--- src/verilog/stl_params.svh ---
// Notes on behaviour
// - status bit 6 is OR of enabled bits
// - enable mask bit 6 is never stored
// - serial poll clears service request, summary stays
// - status query leaves the status byte unchanged
// - serial poll returns service request in bit 6
// - status byte bit layout is fixed
// - enable mask query returns the stored mask
// - armed trigger applies preloaded levels, clears armed unless continuous
// - continuous arming rearms right after each trigger
// - triggers act only while addressed as listener
// - self-test checks memory, returns 0 or 1
// - self-test drives the voltage level full scale positive then negative
// - wait command holds later commands until idle
// - event status read clears the register
// - unknown command sets command error bit 5
// - operation complete sets bit 0 when idle
// - power-up sets event status bit 7
// - empty status byte reads as zero
// - event summary is OR of enabled events
// - event status bit layout is fixed
// - single arming allows exactly one trigger
`ifndef STL_PARAMS_SVH
`define STL_PARAMS_SVH

// clock and self-test timing
`define STL_CLK_MHZ 20
`define STL_FS_HOLD_US 1000

// status byte fields
`define STL_STB_OPERATION_SUMMARY 7
`define STL_STB_MSS 6
`define STL_STB_ESB 5
`define STL_STB_MAV 4
`define STL_STB_QUESTIONABLE_SUMMARY 3
`define STL_STB_ERRQ 2

// event status fields
`define STL_ESR_PON 7
`define STL_ESR_CME 5
`define STL_ESR_EXE 4
`define STL_ESR_DDE 3
`define STL_ESR_QYE 2
`define STL_ESR_OPC 0

// reset values and fixed answers
`define STL_ESR_RST 8'h80
`define STL_ESE_RST 8'h00
`define STL_SRE_RST 8'h00
`define STL_SRE_WMASK 8'hBF
`define STL_TST_PASS 8'h00
`define STL_TST_FAIL 8'h01
`define STL_OPCQ_DONE 8'h01
`define STL_CRC_POLY 8'h07
`define STL_CRC_INIT 8'h00

`endif

--- src/verilog/stl_pkg.sv ---
package stl_pkg;

  // command codes presented on the command port
  typedef enum logic [4:0] {
    CMD_CLS = 5'h01,
    CMD_ESE = 5'h02,
    CMD_ESE_Q = 5'h03,
    CMD_ESR_Q = 5'h04,
    CMD_OPC = 5'h05,
    CMD_OPC_Q = 5'h06,
    CMD_RST = 5'h07,
    CMD_SRE = 5'h08,
    CMD_SRE_Q = 5'h09,
    CMD_STB_Q = 5'h0A,
    CMD_TRG = 5'h0B,
    CMD_TST_Q = 5'h0C,
    CMD_WAI = 5'h0D,
    CMD_INIT = 5'h0E,
    CMD_INIT_CONT = 5'h0F,
    CMD_INIT_CONT_Q = 5'h10
  } stl_cmd_t;

  // sequencer states
  typedef enum logic [2:0] {
    ST_IDLE = 3'b000,
    ST_WAIT_DONE = 3'b001,
    ST_OPCQ_WAIT = 3'b010,
    ST_TST_POS = 3'b011,
    ST_TST_NEG = 3'b100,
    ST_TST_CRC = 3'b101
  } stl_state_t;

endpackage : stl_pkg

--- src/verilog/stl_crc8.sv ---
`timescale 1ns/1ns
`include "stl_params.svh"
module stl_crc8 #(
  parameter logic [7:0] POLY = `STL_CRC_POLY
) (
  input wire logic sys_clk_in, // system clock
  input wire logic rst_n_in, // sync reset, active low
  input wire logic clr_in, // restart the checksum
  input wire logic en_in, // absorb data_in this cycle
  input wire logic [7:0] data_in, // byte to absorb
  output logic [7:0] crc_out // running checksum
);

  logic [7:0] next_crc;

  // msb-first byte step; residue is zero when stored check byte matches
  function automatic logic [7:0] crc_step(input logic [7:0] c, input logic [7:0] d);
    logic [7:0] r;
    r = c ^ d;
    for (int i = 0; i < 8; i++) begin
      r = r[7] ? ((r << 1) ^ POLY) : (r << 1);
    end
    return r;
  endfunction : crc_step

  // clear wins over absorb
  always_comb begin
    next_crc = crc_out;
    if (clr_in) begin
      next_crc = `STL_CRC_INIT;
    end else if (en_in) begin
      next_crc = crc_step(crc_out, data_in);
    end
  end

  always_ff @(posedge sys_clk_in) begin
    if (!rst_n_in) begin
      crc_out <= `STL_CRC_INIT;
    end else begin
      crc_out <= next_crc;
    end
  end

endmodule : stl_crc8

--- src/verilog/stl_status_trigger.sv ---
`timescale 1ns/1ns
`include "stl_params.svh"
module stl_status_trigger import stl_pkg::*; #(
  parameter int NVM_DEPTH = 256, // bytes covered by the self-test check
  parameter int NVM_AW = 8, // memory address width
  parameter int FS_HOLD_CYCLES = `STL_FS_HOLD_US * `STL_CLK_MHZ, // full-scale dwell per polarity
  parameter int CNT_W = 16, // sequencer counter width
  parameter int LVL_W = 16 // output level width
) (
  input wire logic sys_clk_in, // 20 MHz system clock
  input wire logic rst_n_in, // sync reset, active low
  input wire logic cmd_valid_in, // command present
  input wire logic [4:0] cmd_code_in, // command code
  input wire logic [7:0] cmd_data_in, // command argument
  output logic cmd_ready_out, // command accepted when high
  input wire logic listener_addr_in, // addressed as listener
  input wire logic bus_trigger_in, // group execute trigger pulse
  input wire logic serial_poll_in, // serial poll read pulse
  input wire logic ops_busy_in, // earlier operations still running
  input wire logic exec_error_in, // execution error pulse
  input wire logic dev_error_in, // device-dependent error pulse
  input wire logic query_error_in, // query error pulse
  input wire logic operation_summary_in, // operation summary level
  input wire logic msg_avail_in, // message available level
  input wire logic questionable_summary_in, // questionable summary level
  input wire logic error_queue_nonempty_in, // error queue not empty level
  input wire logic [LVL_W-1:0] trig_volt_in, // preloaded triggered voltage
  input wire logic [LVL_W-1:0] trig_curr_in, // preloaded triggered current
  input wire logic [7:0] nvm_data_in, // memory byte, one cycle after address
  output logic [NVM_AW-1:0] nvm_addr_out, // memory read address
  output logic resp_valid_out, // query answer pulse
  output logic [7:0] resp_data_out, // query answer value
  output logic poll_valid_out, // serial poll answer pulse
  output logic [7:0] poll_data_out, // serial poll status byte
  output logic [7:0] status_summary_byte_out, // live status byte
  output logic srq_out, // service request flag
  output logic trigger_armed_waiting_out, // trigger armed
  output logic [LVL_W-1:0] volt_level_out, // voltage level to output stage
  output logic [LVL_W-1:0] curr_level_out, // current level to output stage
  output logic level_apply_out, // levels changed pulse
  output logic test_active_out // self-test running
);

  // parameters the sequencer cannot serve
  if (FS_HOLD_CYCLES < 1 || FS_HOLD_CYCLES >= 2 ** CNT_W || NVM_DEPTH < 1 || NVM_DEPTH + 2 >= 2 ** CNT_W ||
      2 ** NVM_AW < NVM_DEPTH || LVL_W < 2) begin : g_bad_params
    $error("stl_status_trigger: unsupported parameter values");
  end

  localparam logic [LVL_W-1:0] FS_POS = {1'b0, {(LVL_W - 1){1'b1}}};
  localparam logic [LVL_W-1:0] FS_NEG = {1'b1, {(LVL_W - 1){1'b0}}};
  localparam logic [CNT_W-1:0] HOLD_LAST = CNT_W'(FS_HOLD_CYCLES - 1);
  localparam logic [CNT_W-1:0] CRC_LAST = CNT_W'(NVM_DEPTH + 1);
  localparam logic [CNT_W-1:0] CRC_DATA_END = CNT_W'(NVM_DEPTH);

  logic cmd_take;
  logic known;
  logic busy_all;
  logic [7:0] base;
  logic mss;
  logic mss_rise;
  logic [7:0] esr_set;
  logic fire;
  logic crc_clr;
  logic crc_en;
  logic [7:0] crc_val;

  logic [7:0] esr, next_esr;
  logic [7:0] ese, next_ese;
  logic [7:0] service_request_mask, next_sre;
  logic opc_pend, next_opc_pend;
  logic [7:0] next_stb;
  logic next_rqs;
  logic next_poll_valid;
  logic [7:0] next_poll_data;

  stl_state_t state, next_state;
  logic [CNT_W-1:0] cnt, next_cnt;
  logic cont, next_cont;
  logic next_armed;
  logic [LVL_W-1:0] saved_volt, next_saved_volt;
  logic [LVL_W-1:0] next_volt, next_curr;
  logic next_apply;
  logic next_resp_valid;
  logic [7:0] next_resp_data;
  logic next_ready;
  logic [NVM_AW-1:0] next_nvm_addr;
  logic next_test_active;

  assign cmd_take = cmd_valid_in && cmd_ready_out;
  assign busy_all = ops_busy_in || test_active_out;

  // codes outside the command set count as unrecognized
  always_comb begin
    unique case (cmd_code_in)
      CMD_CLS, CMD_ESE, CMD_ESE_Q, CMD_ESR_Q, CMD_OPC, CMD_OPC_Q, CMD_RST, CMD_SRE, CMD_SRE_Q,
      CMD_STB_Q, CMD_TRG, CMD_TST_Q, CMD_WAI, CMD_INIT, CMD_INIT_CONT, CMD_INIT_CONT_Q: known = 1'b1;
      default: known = 1'b0;
    endcase
  end

  // status byte source bits; bit 6 held out of its own OR
  always_comb begin
    base = 8'h00; // unused bits 1 and 0 stay zero
    base[`STL_STB_OPERATION_SUMMARY] = operation_summary_in;
    base[`STL_STB_ESB] = |(esr & ese);
    base[`STL_STB_MAV] = msg_avail_in;
    base[`STL_STB_QUESTIONABLE_SUMMARY] = questionable_summary_in;
    base[`STL_STB_ERRQ] = error_queue_nonempty_in;
    mss = |(base & service_request_mask);
    mss_rise = mss && !status_summary_byte_out[`STL_STB_MSS];
  end

  // status registers: event status, masks, service request, poll answer
  always_comb begin
    esr_set = 8'h00;
    esr_set[`STL_ESR_CME] = cmd_take && !known;
    esr_set[`STL_ESR_EXE] = exec_error_in;
    esr_set[`STL_ESR_DDE] = dev_error_in;
    esr_set[`STL_ESR_QYE] = query_error_in;
    esr_set[`STL_ESR_OPC] = opc_pend && !busy_all;
    next_esr = esr;
    next_ese = ese;
    next_sre = service_request_mask;
    next_opc_pend = opc_pend;
    if (opc_pend && !busy_all) begin
      next_opc_pend = 1'b0;
    end
    if (cmd_take) begin
      unique case (cmd_code_in)
        CMD_CLS: begin
          next_esr = 8'h00;
          next_opc_pend = 1'b0;
        end
        CMD_ESR_Q: next_esr = 8'h00;
        CMD_ESE: next_ese = cmd_data_in;
        CMD_SRE: next_sre = cmd_data_in & `STL_SRE_WMASK;
        CMD_OPC: next_opc_pend = 1'b1; // no hold-off, just remembered
        default: ;
      endcase
    end
    next_esr = next_esr | esr_set; // a new event beats a same-cycle clear
    next_stb = base;
    next_stb[`STL_STB_MSS] = mss;
    // summary stays while its causes stand; only the request flag is consumed
    next_rqs = mss_rise || (srq_out && !serial_poll_in && !(cmd_take && cmd_code_in == CMD_CLS));
    next_poll_valid = serial_poll_in;
    next_poll_data = poll_data_out;
    if (serial_poll_in) begin
      next_poll_data = status_summary_byte_out;
      next_poll_data[`STL_STB_MSS] = srq_out;
    end
  end

  always_ff @(posedge sys_clk_in) begin
    if (!rst_n_in) begin
      esr <= `STL_ESR_RST;
      ese <= `STL_ESE_RST;
      service_request_mask <= `STL_SRE_RST;
      opc_pend <= 1'b0;
      status_summary_byte_out <= 8'h00;
      srq_out <= 1'b0;
      poll_valid_out <= 1'b0;
      poll_data_out <= 8'h00;
    end else begin
      esr <= next_esr;
      ese <= next_ese;
      service_request_mask <= next_sre;
      opc_pend <= next_opc_pend;
      status_summary_byte_out <= next_stb;
      srq_out <= next_rqs;
      poll_valid_out <= next_poll_valid;
      poll_data_out <= next_poll_data;
    end
  end

  // triggers ignored during wait and self-test so test levels are not clobbered
  assign fire = (state == ST_IDLE) && listener_addr_in && trigger_armed_waiting_out &&
                ((cmd_take && cmd_code_in == CMD_TRG) || bus_trigger_in);
  assign crc_clr = (state == ST_TST_NEG) && (cnt == HOLD_LAST);
  assign crc_en = (state == ST_TST_CRC) && (cnt != '0) && (cnt <= CRC_DATA_END);

  // sequencer, trigger arming, levels and query answers
  always_comb begin
    next_state = state;
    next_cnt = cnt;
    next_cont = cont;
    next_armed = trigger_armed_waiting_out;
    next_saved_volt = saved_volt;
    next_volt = volt_level_out;
    next_curr = curr_level_out;
    next_apply = 1'b0;
    next_resp_valid = 1'b0;
    next_resp_data = resp_data_out;
    next_nvm_addr = nvm_addr_out;
    next_test_active = test_active_out;
    if (fire) begin
      next_volt = trig_volt_in;
      next_curr = trig_curr_in;
      next_apply = 1'b1;
      next_armed = cont;
    end
    unique case (state)
      ST_IDLE: begin
        if (cmd_take) begin
          unique case (cmd_code_in)
            CMD_ESE_Q: begin
              next_resp_valid = 1'b1;
              next_resp_data = ese;
            end
            CMD_ESR_Q: begin
              next_resp_valid = 1'b1;
              next_resp_data = esr;
            end
            CMD_SRE_Q: begin
              next_resp_valid = 1'b1;
              next_resp_data = service_request_mask;
            end
            CMD_STB_Q: begin
              next_resp_valid = 1'b1;
              next_resp_data = status_summary_byte_out;
            end
            CMD_INIT_CONT_Q: begin
              next_resp_valid = 1'b1;
              next_resp_data = {7'h00, cont};
            end
            CMD_INIT: next_armed = 1'b1;
            CMD_INIT_CONT: begin
              next_cont = cmd_data_in[0];
              if (cmd_data_in[0]) begin
                next_armed = 1'b1;
              end
            end
            CMD_RST: begin
              next_cont = 1'b0;
              next_armed = 1'b0;
              next_volt = '0;
              next_curr = '0;
              next_apply = 1'b1;
            end
            CMD_WAI: begin
              if (busy_all) begin
                next_state = ST_WAIT_DONE;
              end
            end
            CMD_OPC_Q: begin
              if (busy_all) begin
                next_state = ST_OPCQ_WAIT;
              end else begin
                next_resp_valid = 1'b1;
                next_resp_data = `STL_OPCQ_DONE;
              end
            end
            CMD_TST_Q: begin
              next_saved_volt = volt_level_out;
              next_volt = FS_POS;
              next_apply = 1'b1;
              next_cnt = '0;
              next_test_active = 1'b1;
              next_state = ST_TST_POS;
            end
            default: ;
          endcase
        end
      end
      ST_WAIT_DONE: begin
        if (!busy_all) begin
          next_state = ST_IDLE;
        end
      end
      ST_OPCQ_WAIT: begin
        if (!busy_all) begin
          next_resp_valid = 1'b1;
          next_resp_data = `STL_OPCQ_DONE;
          next_state = ST_IDLE;
        end
      end
      ST_TST_POS: begin
        next_cnt = cnt + CNT_W'(1);
        if (cnt == HOLD_LAST) begin
          next_cnt = '0;
          next_volt = FS_NEG;
          next_apply = 1'b1;
          next_state = ST_TST_NEG;
        end
      end
      ST_TST_NEG: begin
        next_cnt = cnt + CNT_W'(1);
        if (cnt == HOLD_LAST) begin
          next_cnt = '0;
          next_nvm_addr = '0;
          next_state = ST_TST_CRC;
        end
      end
      ST_TST_CRC: begin
        // address runs one ahead of the data it returns
        next_cnt = cnt + CNT_W'(1);
        next_nvm_addr = NVM_AW'(cnt + CNT_W'(1));
        if (cnt == CRC_LAST) begin
          next_resp_valid = 1'b1;
          next_resp_data = (crc_val == 8'h00) ? `STL_TST_PASS : `STL_TST_FAIL;
          next_volt = saved_volt;
          next_apply = 1'b1;
          next_test_active = 1'b0;
          next_cnt = '0;
          next_state = ST_IDLE;
        end
      end
      default: next_state = ST_IDLE;
    endcase
    next_ready = (next_state == ST_IDLE);
  end

  always_ff @(posedge sys_clk_in) begin
    if (!rst_n_in) begin
      state <= ST_IDLE;
      cnt <= '0;
      cont <= 1'b0;
      trigger_armed_waiting_out <= 1'b0;
      saved_volt <= '0;
      volt_level_out <= '0;
      curr_level_out <= '0;
      level_apply_out <= 1'b0;
      resp_valid_out <= 1'b0;
      resp_data_out <= 8'h00;
      cmd_ready_out <= 1'b1;
      nvm_addr_out <= '0;
      test_active_out <= 1'b0;
    end else begin
      state <= next_state;
      cnt <= next_cnt;
      cont <= next_cont;
      trigger_armed_waiting_out <= next_armed;
      saved_volt <= next_saved_volt;
      volt_level_out <= next_volt;
      curr_level_out <= next_curr;
      level_apply_out <= next_apply;
      resp_valid_out <= next_resp_valid;
      resp_data_out <= next_resp_data;
      cmd_ready_out <= next_ready;
      nvm_addr_out <= next_nvm_addr;
      test_active_out <= next_test_active;
    end
  end

  // memory checksum for the self-test
  stl_crc8 u_crc (
    .sys_clk_in(sys_clk_in),
    .rst_n_in(rst_n_in),
    .clr_in(crc_clr),
    .en_in(crc_en),
    .data_in(nvm_data_in),
    .crc_out(crc_val)
  );
endmodule : stl_status_trigger

--- config.mk ---
export PLATFORM = sky130hd
export DESIGN_NAME = stl_status_trigger
export DESIGN_NICKNAME = d
export VERILOG_FILES = /design/src/verilog/stl_pkg.sv /design/src/verilog/stl_crc8.sv /design/src/verilog/stl_status_trigger.sv
export VERILOG_INCLUDE_DIRS = /design/src /design/src/verilog
export SDC_FILE = /design/constraint.sdc
export NUM_CORES = 1
export LEC_CHECK = 0
export ABC_CLOCK_PERIOD_IN_PS = 2100
export BUFFER_PORTS_ARGS = -buffer_cell sky130_fd_sc_hd__buf_2
export CORE_MARGIN = 5
export CORE_UTILIZATION = 55
export DETAILED_ROUTE_END_ITERATION = 8
export GPL_ROUTABILITY_DRIVEN = 0
export PLACE_DENSITY = 0.8
export SLEW_MARGIN = 5
export SYNTH_ARGS = -nofsm -noshare
export SYNTH_HDL_FRONTEND = slang
export SYNTH_SLANG_ARGS = --single-unit
--- constraint.sdc ---
create_clock -name sys_clk_in -period 2.1 [get_ports sys_clk_in]
set_input_delay 0.315 -clock sys_clk_in [delete_from_list [all_inputs] [get_ports sys_clk_in]]
set_output_delay 0.315 -clock sys_clk_in [all_outputs]
set_load 0.01 [all_outputs]
==> run_results.csv, run 1 <==
group,metric,value,unit
outcome,status,"complete, no violations",
die,pin_count,138,
timing,relSlewSlack,0.493,
synth,synth_common_cells,"133 x dfxtp_1, 115 x nand2_1, 98 x a21oi_1",
clock_network,cts_buffers,17,
synth,synth_edf_count,0,
clock_network,clkLatencyLatePin,410,ps
min_path,worstHoldEndpoint,"esr[4]",
clock_network,hold_buffers,0,
min_path,hold_class,"in -> reg",
synth,synth-async-reset-ratio,0,
timing,period_minus_slack,1970,ps
pwr,sw_frac_of_total,0.245,
setup_path,reg2regPathDepth,5,
clock_network,root_buffer,"clkbuf_16",
synth,yosysWarningCount,0,
setup_path,worstSetupEndpointType,"flip-flop",
global_routing,grt.overflow.total,0,
die,dieArea,14700,um^2
timing,worstMarginPinSlew,755,ps
timing,hold_ws,107,ps
die,rows,40,
synth,synth_top_area_cell,"dfxtp_1",
global_routing,grt_pass1_vias,6222,
synth,synth_top_area_share,0.391,
job,cap_violations,0,
die,start_util,0.565,
synth,ys_seq_area_frac,0.391,
timing,finalHoldViolCount,0,
pwr,p_int,4.32,mW
detailed_routing,drtIter0Drc,562,
global_routing,grt_util_all_layers,0.243,
global_routing,antenna_found_initial,0,
min_path,hold_depth,3,
timing,setup_violations,0,
global_routing,grt_start_max_net_pins,47,
place,portBuffers,133,
place,place_ws,39.2,ps
final_layout,drive_gt1_frac,0.251,
final_layout,diodes,0,
die,die_h,121,um
timing,fin_crit_sh,0.938,
global_routing,grt_first_pass_wirelength,29.4,mm
synth,netlist_instances,833,
pwr,pwr_density_cell,680,nW/um^2
place,post-dp-hpwl,13.1,mm
detailed_routing,wl,18.0,mm
pwr,power_leakage,3.50,nW
pwr,p_comb_frac,0.090,
clock_network,clk_pin_slew,60,ps
detailed_routing,dr.pass1.iters,6,
clock_network,ctsLongestPathBuffers,2,
pwr,p_sw,1.40,mW
clock_network,cts.sinks,133,
timing,rsz0062_at_grt,"true",
pwr,peakVddDrop,0.000635,V
setup_path,critPathRequiredTime,2410,ps
setup_path,crit_path_start_kind,"flip-flop",
clock_network,cts_tree,"done",
detailed_routing,viasPerCell,5.78,
pwr,power_frac_seq,0.454,
setup_path,r2r_start,"cnt[2]",
synth,post-synth-top-count-cell,"dfxtp_1",
synth,yosys-top-cells-area,"dfxtp_1 39%, a21oi_1 7.2%, nand2_1 6.3%",
setup_path,regToRegEndpoint,"cmd_ready_out",
final_layout,syn_to_final_growth,23.4,%
detailed_routing,route.detailed.drc,0,
detailed_routing,routedWlPerCell,15.5,um
synth,yosysUniqueCellTypes,74,
pwr,clkPwrFrac,0.456,
die,core,12100,um^2
setup_path,cp.arrival,2280,ps
timing,maxSlewViolCount,0,
synth,postSynthAreaPerCell,8.18,um^2
timing,max_freq,508,MHz
synth,synthFlopType,"dfxtp_1",
clock_network,ctsHtreeMaxLevel,4,
synth,synth_area,6820,um^2
timing,finalWorstSetupSlack,131,ps
final_layout,finalNonFillerCells,1159,
timing,fin_skew,10.6,ps
detailed_routing,vias,6704,
setup_path,r2r_slack,130,ps
detailed_routing,antenna_left,0,
synth,synth_seq_cells,133,
final_layout,finish.utilization,0.697,
setup_path,path_max_fanout,9,
final_layout,finalNetCount,1048,
setup_path,crit_type,"reg -> reg",
place,placed_cells,1127,
min_path,hold_start,"exec_error_in",
die,dieWidth,121,um
==> worst max-delay path by stage <==
stage	from	endpoint	slack, ps	cells after the start
5_1_grt	state[1]	cnt[10]	-2	6
2_1_floorplan	cnt[0]	cmd_ready_out	220	7
3_5_place_dp	cmd_code_in[0]	resp_data_out[1]	40	6
3_3_place_gp	cmd_code_in[0]	resp_data_out[7]	100	6
6_report	cnt[2]	cmd_ready_out	130	5
4_1_cts	state[1]	cnt[11]	120	5
==> power by group through the flow <==
stage / clock [mW] / combinational, mW / sequential [mW]
3_5_place_dp: 0 / 0.511 / 2.65
4_1_cts: 2.65 / 0.513 / 2.60
2_1_floorplan: 0 / 0.312 / 2.65
6_report: 2.61 / 0.517 / 2.60
5_1_grt: 2.76 / 0.564 / 2.60
3_3_place_gp: 0 / 0.505 / 2.65
==> cell type report <==
cell class	count	area (um^2)
well taps	168	210
inverters	14	52.6
clock inverters	12	83.8
repair buffers	186	1140
flip-flops and latches	133	2660
clock buffers	20	447
fillers	982	3650
multi-input cells	626	3820
==> routing by layer <==
layer | vias to the layer above | global-route usage | wire length [um]
met5 | - | 0 | 0
met4 | 0 | 0.0889 | 409
met3 | 27 | 0.0671 | 1110
met2 | 225 | 0.392 | 8610
met1 | 3162 | 0.312 | 7880
li1 | 3290 | - | -
==> per-stage QoR <==
| stage | instance area, um^2 | power [mW] | setup TNS, ps |
|---|---|---|---|
| 3_3_place_gp | 7870 | 3.16 | 0 |
| 6_report | 8410 | 5.72 | 0 |
| 5_1_grt | 8410 | 5.93 | -1.82 |
| 4_1_cts | 8400 | 5.76 | 0 |
| 2_1_floorplan | 6830 | 2.96 | 0 |
| 3_5_place_dp | 7870 | 3.16 | 0 |
==> kinds of logic (layout without fill, tap and decap cells) <==
group,Yosys count,in the layout,share of synthesized area
and+or+nand+nor,319,319,0.237
AOI/OAI and AO/OA,243,243,0.228
DFF,133,133,0.391
buffers and inverters,77,232,0.0532
xor gates and xnor gates,34,34,0.0518
muxes,23,23,0.0338
adders and majority gates,3,3,0.00551
other,1,4,0.000550
==> sequential cells by signal (all words and copies together), names as in the netlist, 3 cells and up <==
register                 count
volt_level_out              16
ese                          8
nvm_addr_out                 8
cnt                         16
status_summary_byte_out      6
u_crc.crc_out                8
esr                          6
curr_level_out              16
state                        3
service_request_mask         7
poll_data_out                6
saved_volt                  16
resp_data_out                8
==> critical path, stage by stage, from the launching register on <==
cell	delay [ps]
dfxtp_1	390
nor3_2	310
nand4_2	170
o21a_1	310
o311a_4	410
nor4_2	280
==> layout by cell type, fill, tap and decap left out, drive strengths merged, types with 8 or more instances in the layout <==
cell / netlist / final
and2: 8 / 8
o21ai: 41 / 41
xnor2: 24 / 24
o22ai: 8 / 8
buf: 34 / 186
a211o: 15 / 15
dfxtp: 133 / 133
a211oi: 13 / 13
nand4: 16 / 16
o211ai: 18 / 18
mux2i: 23 / 23
clkinv: 0 / 10
inv: 14 / 14
clkbuf: 29 / 20
nor2: 64 / 64
a21oi: 99 / 99
nor3: 14 / 14
nand2: 115 / 115
and3: 17 / 17
nand3: 34 / 34
==> what timing repair did <==
| action | CTS | global route |
|---|---|---|
| endpoints found under the setup margin | 0 | 6 |
| setup buffers | 0 | 0 |
| gates resized for setup | 0 | 6 |
No activity file was read; power rests on OpenSTA's default activity.
==> inputs of run 2 (changes only) <==
--- a/config.mk
+++ b/config.mk
@@ -6,13 +6,14 @@
 export SDC_FILE = /design/constraint.sdc
 export NUM_CORES = 1
 export LEC_CHECK = 0
+export ABC_AREA = 1
 export ABC_CLOCK_PERIOD_IN_PS = 2100
 export BUFFER_PORTS_ARGS = -buffer_cell sky130_fd_sc_hd__buf_2
 export CORE_MARGIN = 5
-export CORE_UTILIZATION = 55
+export CORE_UTILIZATION = 56
 export DETAILED_ROUTE_END_ITERATION = 8
 export GPL_ROUTABILITY_DRIVEN = 0
-export PLACE_DENSITY = 0.8
+export PLACE_DENSITY = 0.87
 export SLEW_MARGIN = 5
 export SYNTH_ARGS = -nofsm -noshare
 export SYNTH_HDL_FRONTEND = slang
==> run 2 against run 1 <==
Net effect:
- global-route usage rose by 2.7 points
- register-to-register slack improved by 20 ps
- sequential cell count did not move
- first-iteration DRC count fell by 1.4%
- final cell count rose by 15%
- non-clock buffer count fell by 43
- hold slack got worse by 15 ps
- clock skew fell by 1.8 ps
- clock power rose by 28%
- via count rose by 6.9%
- critical path type unchanged
- critical endpoint unchanged
==> run_results.csv, run 2 <==
group,metric,value,unit
timing,setup_violations,0,
detailed_routing,viasPerCell,5.36,
min_path,hold_depth,3,
setup_path,cpPeakStageDelay,410,ps
place,portBuffers,133,
synth,postSynthAreaPerCell,6.74,um^2
synth,ys_seq_area_frac,0.385,
clock_network,ctsHtreeMaxLevel,4,
die,die_h,121,um
synth,synth_seq_cells,133,
detailed_routing,wl,19.5,mm
final_layout,finalNetCount,1225,
global_routing,grt_start_max_net_pins,69,
timing,rsz0062_at_grt,"false",
setup_path,cpMaxStageDelayCell,"dfxtp_1",
timing,maxSlewViolCount,0,
timing,finalHoldViolCount,0,
global_routing,grt.overflow.total,0,
min_path,hold_start,"error_queue_nonempty_in",
detailed_routing,route.detailed.drc,0,
die,dieWidth,121,um
final_layout,final_cell_mix,"236 x nand2_1, 147 x nor2_1, 133 x buf_2, 132 x dfxtp_1, 92 x inv_1",
setup_path,path_delay_family,"simple AND/OR/NAND/NOR gates",
synth,synth_common_cells,"236 x nand2_1, 147 x nor2_1, 133 x dfxtp_1",
global_routing,antenna_found_initial,0,
detailed_routing,routedWlPerCell,14.6,um
synth,netlist_instances,1027,
pwr,peakVddDrop,0.000592,V
setup_path,crit_type,"reg -> reg",
setup_path,worstSetupEndpointType,"flip-flop",
timing,fin_crit_sh,0.927,
final_layout,diodes,0,
detailed_routing,drtIter0Drc,554,
die,pin_count,138,
synth,synth_area,6920,um^2
setup_path,r2r_slack,150,ps
synth,synthFlopType,"dfxtp_1",
pwr,power_leakage,3.95,nW
detailed_routing,vias,7167,
setup_path,r2r_start,"cnt[1]",
min_path,hold_class,"in -> reg",
setup_path,regToRegEndpoint,"cmd_ready_out",
clock_network,ctsLongestPathBuffers,2,
place,post-dp-hpwl,13.7,mm
outcome,status,"complete, no violations",
synth,post-synth-top-count-cell,"nand2_1",
setup_path,cp_common_cell,"nand2_2",
min_path,worstHoldEndpoint,"status_summary_byte_out[2]",
final_layout,drive_gt1_frac,0.203,
global_routing,grt_util_all_layers,0.271,
clock_network,hold_buffers,0,
die,start_util,0.574,
setup_path,reg2regPathDepth,11,
setup_path,cp.arrival,2280,ps
timing,max_freq,513,MHz
setup_path,crit_chain,"ha_1 > nand2_2 > nor2_4 > inv_2 > nor2_4 > nand2_2 > nand2_2 > nand2_1 > nor3_2 > nand2_1 > o21bai_1",
setup_path,crit_path_start_kind,"flip-flop",
timing,fin_skew,8.79,ps
setup_path,path_max_fanout,5,
synth,yosysUniqueCellTypes,46,
final_layout,fillers,998,
synth,yosys-top-cells-area,"dfxtp_1 38%, nand2_1 13%, nor2_1 8.0%",
setup_path,timing.critical_path.buf_inv,1,
die,rows,40,
synth,synth-async-reset-ratio,0,
clock_network,root_buffer,"clkbuf_16",
die,core,12100,um^2
clock_network,clkLatencyLatePin,430,ps
synth,yosysWarningCount,0,
pwr,pwr_density_cell,774,nW/um^2
detailed_routing,antenna_left,0,
global_routing,grt_first_pass_wirelength,32.5,mm
synth,synth_top_area_share,0.385,
job,cap_violations,0,
global_routing,grt_pass1_vias,6779,
clock_network,clk_pin_slew,60,ps
synth,synth_edf_count,0,
setup_path,critPathRequiredTime,2440,ps
clock_network,cts_buffers,17,
timing,worstMarginPinSlew,676,ps
timing,period_minus_slack,1950,ps
setup_path,crit_path_start,"cnt[1]",
die,dieArea,14700,um^2
final_layout,layout_commonest_cell,"nand2_1",
synth,synth_top_area_cell,"dfxtp_1",
detailed_routing,dr.pass1.iters,6,
final_layout,syn_to_final_growth,20.5,%
timing,setup_tns,0,ps
clock_network,cts_tree,"done",
timing,hold_ws,91.4,ps
timing,relSlewSlack,0.549,
clock_network,cts.sinks,133,
[run 2: changes by cell type after synthesis, sizes merged, moves of 17 or more]
cell,previous run,this run
nor2,64,161
inv,14,111
nand2,115,249
and3,17,0
nand3,34,68
o21ai,41,99
mux2i,23,0
a21oi,99,78
[run 2: routing by layer]
layer  GRT usage  part of all wire
met1       0.362              0.43
met2       0.424              0.45
met3      0.0797              0.10
met4      0.0819             0.023
met5           0                 0
[run 2: worst max path at each step]
stage / end / slack [ps] / depth (start not counted)
detailed placement: curr_level_out[3] / 20 / 6
global route: saved_volt[3] / 8 / 7
finish: cmd_ready_out / 150 / 11
global placement: curr_level_out[3] / 120 / 8
floorplan: volt_level_out[10] / 430 / 11
CTS: saved_volt[1] / 130 / 7
[run 2: timing repair]
item | CTS | global route
gates resized for setup | 1 | 3
setup endpoints to repair | 1 | 16
pin swaps | 0 | 1
hold endpoints to repair | 0 | 0
buffers inserted | 0 | 3
[run 2: power by group]
group | internal, mW | switching [mW]
clock | 2.23 | 1.11
sequential | 2.57 | 0.0363
combinational | 0.177 | 0.322
total | 4.98 | 1.47
[run 2: kinds of logic (layout without fill, tap and decap cells)]
logic type / count (synthesis) / after routing / synth area share
buffers and inverters: 149 / 287 / 0.0925
xor gates and xnor gates: 24 / 24 / 0.0304
other: 1 / 4 / 0.000542
adders and majority gates: 3 / 3 / 0.00542
AOI/OAI and AO/OA: 193 / 193 / 0.147
DFF: 133 / 133 / 0.385
and+or+nand+nor: 524 / 524 / 0.340
[run 2: tightest hold or removal path, delay by kind of cell]
kind	cells	cell delay (ps)
buf+inv	2	130
simple gates	1	40
[run 2: stage by stage]
| stage | worst slack (ps) | util | power [mW] | instance area [um^2] | std cells |
|---|---|---|---|---|---|
| floorplan | 432 | - | 2.97 | 6940 | 1030 |
| global placement | 123 | 0.634 | 3.14 | 7650 | 1301 |
| detailed placement | 20.6 | 0.634 | 3.15 | 7650 | 1301 |
| CTS | 129 | 0.689 | 6.47 | 8320 | 1333 |
| global route | 8.46 | 0.692 | 6.65 | 8340 | 1336 |
| finish | 152 | 0.692 | 6.45 | 8340 | 1336 |
[run 2: final cells by class]
type | count | area [um^2] | area share
multi-input combinational | 748 | 3640 | 0.436
sequential | 133 | 2660 | 0.319
timing repair buffer | 143 | 741 | 0.0888
clock buffer | 20 | 437 | 0.0523
inverter | 112 | 428 | 0.0513
clock inverter | 12 | 226 | 0.0271
tap | 168 | 210 | 0.0252
==> inputs of run 3 (changes only) <==
--- a/config.mk
+++ b/config.mk
@@ -12,8 +12,8 @@
 export CORE_MARGIN = 5
 export CORE_UTILIZATION = 56
 export DETAILED_ROUTE_END_ITERATION = 8
-export GPL_ROUTABILITY_DRIVEN = 0
-export PLACE_DENSITY = 0.87
+export PLACE_DENSITY = 0.81
+export SKIP_LAST_GASP = 1
 export SLEW_MARGIN = 5
 export SYNTH_ARGS = -nofsm -noshare
 export SYNTH_HDL_FRONTEND = slang
==> run 3 against run 2 <==
Net effect:
- final cell count grew 0.30%
- global-route usage shrank 1.6 points
- non-clock buffer count rose by 3
- hold slack lost 10 ps
- core utilization is 0.60 points lower
- design area down 0.87%
- critical endpoint is now saved_volt[5]
==> run_results.csv, run 3 (same netlist as run 2, synthesis figures left out) <==
group,metric,value,unit
setup_path,cpMaxStageDelayCell,"dfxtp_1",
detailed_routing,met3WireLength,1.65,mm
clock_network,cts_buffers,17,
final_layout,finalNonFillerCells,1340,
outcome,status,"complete, no violations",
setup_path,path_max_fanout,23,
timing,period_minus_slack,1940,ps
global_routing,grt_start_max_net_pins,69,
setup_path,cpPeakStageDelay,350,ps
setup_path,cp.arrival,2290,ps
die,dieWidth,121,um
clock_network,cts_resized,0,
clock_network,clk_pin_slew,60,ps
die,pin_count,138,
detailed_routing,top_layer,"met4",
clock_network,ctsLongestPathBuffers,2,
setup_path,crit_chain,"nor2_2 > nand2_2 > nor2_1 > nand2_1 > clkinv_2 > o21ai_0 > a21oi_1",
final_layout,layout_commonest_cell,"nand2_1",
die,die_h,121,um
detailed_routing,route.detailed.drc,0,
die,start_util,0.574,
pwr,sw_frac_of_total,0.249,
timing,fin_crit_sh,0.924,
final_layout,syn_to_final_growth,19.4,%
clock_network,cts.sinks,133,
place,placed_cells,1307,
global_routing,grt.overflow.total,0,
detailed_routing,antenna_left,0,
setup_path,critPathRequiredTime,2450,ps
clock_network,root_buffer,"clkbuf_16",
clock_network,ctsHtreeMaxLevel,4,
timing,relSlewSlack,0.556,
place,portBuffers,133,
pwr,peakVddDrop,0.000530,V
pwr,pwr_density_cell,719,nW/um^2
global_routing,grt_first_pass_wirelength,30.5,mm
detailed_routing,routedWlPerCell,14.0,um
pwr,power_frac_seq,0.439,
pwr,p_sw,1.48,mW
pwr,clkPwrFrac,0.478,
detailed_routing,wl_met1,8.44,mm
clock_network,postCtsSetupBuffers,0,
detailed_routing,viasPerCell,5.30,
clock_network,cts_tree,"done",
setup_path,worstSetupEndpointType,"flip-flop",
timing,fin_skew,5.19,ps
die,core,12100,um^2
die,dieArea,14700,um^2
place,post-dp-hpwl,13.3,mm
global_routing,antenna_found_initial,1,
place,gp_congestion,0.955,
pwr,power_leakage,3.93,nW
final_layout,drive_gt1_frac,0.207,
pwr,p_int,4.47,mW
timing,hold_ws,81.5,ps
timing,rsz0062_at_grt,"false",
detailed_routing,vias,7102,
pwr,p_total,5.94,mW
timing,setup_tns,0,ps
detailed_routing,wl_met2,8.32,mm
final_layout,final_cell_mix,"236 x nand2_1, 147 x nor2_1, 133 x dfxtp_1, 133 x buf_2, 92 x inv_1",
global_routing,grt_util_all_layers,0.255,
global_routing,grt_pass1_vias,6348,
detailed_routing,dr.pass1.iters,5,
timing,finalHoldViolCount,0,
setup_path,crit_type,"reg -> reg",
timing,setup_violations,0,
detailed_routing,drtIter0Drc,461,
detailed_routing,wl,18.7,mm
die,rows,40,
timing,maxSlewViolCount,0,
min_path,hold_class,"in -> reg",
clock_network,clkLatencyLatePin,420,ps
pwr,p_comb_frac,0.082,
setup_path,crit_path_start_kind,"flip-flop",
timing,worstMarginPinSlew,667,ps
job,cap_violations,0,
clock_network,hold_buffers,0,
timing,max_freq,515,MHz
final_layout,finalNetCount,1228,
==> run 3: changes by cell type in the layout (fill, tap and decap cells not counted) <==
cell,change
dfxtp_1,+1
clkbuf_1,-3
dfxtp_2,-1
bufinv_16,-5
buf_4,+3
clkinv_4,-1
clkinv_2,+6
inv_6,+1
inv_4,-1
diode_2,+1
clkbuf_8,+3
==> run 3: layout make-up <==
type | count | area, um^2
Sequential cell | 133 | 2660
Timing Repair Buffer | 146 | 763
Antenna cell | 1 | 2.50
Inverter | 112 | 427
Tap cell | 168 | 210
Clock inverter | 12 | 101
Multi-Input combinational cell | 748 | 3640
Fill cell | 1056 | 3790
Clock buffer | 20 | 467
==> run 3: power groups by stage <==
stage | clock [mW] | sequential [mW] | combinational (mW)
2_1_floorplan | 0 | 2.67 | 0.298
3_3_place_gp | 0 | 2.66 | 0.476
3_5_place_dp | 0 | 2.66 | 0.483
4_1_cts | 2.87 | 2.61 | 0.487
5_1_grt | 2.99 | 2.62 | 0.547
6_report | 2.84 | 2.61 | 0.490
==> run 3: per-stage QoR <==
stage	worst slack, ps	util	cell area, um^2
after floorplan	432	-	6940
after global placement	142	0.638	7690
after detailed placement	48.4	0.638	7690
after CTS	52.7	0.685	8260
after global routing	8.30	0.686	8270
final	159	0.686	8270
==> run 3: worst max-delay path: cells and delay by family, from the launching register on <==
kind / cells / cell delay [ps]
simple gates: 4 / 900
flops: 1 / 350
buf+inv: 1 / 310
compound gates: 2 / 290
==> run 3: path summary, 6_finish.rpt <==
| path | from | endpoint | slack (ps) | cells past startpoint |
|---|---|---|---|---|
| min reg2reg | nvm_addr_out[4] | nvm_addr_out[4] | 460 | 2 |
| min | questionable_summary_in | status_summary_byte_out[3] | 80 | 3 |
| max reg2reg | state[1] | saved_volt[5] | 160 | 7 |
| max | state[1] | saved_volt[5] | 160 | 7 |
==> run 3: layer usage <==
layer / vias up / track usage
li1: 3591 / -
met1: 3191 / 0.356
met2: 292 / 0.383
met3: 28 / 0.0667
met4: 0 / 0.0847
met5: - / 0
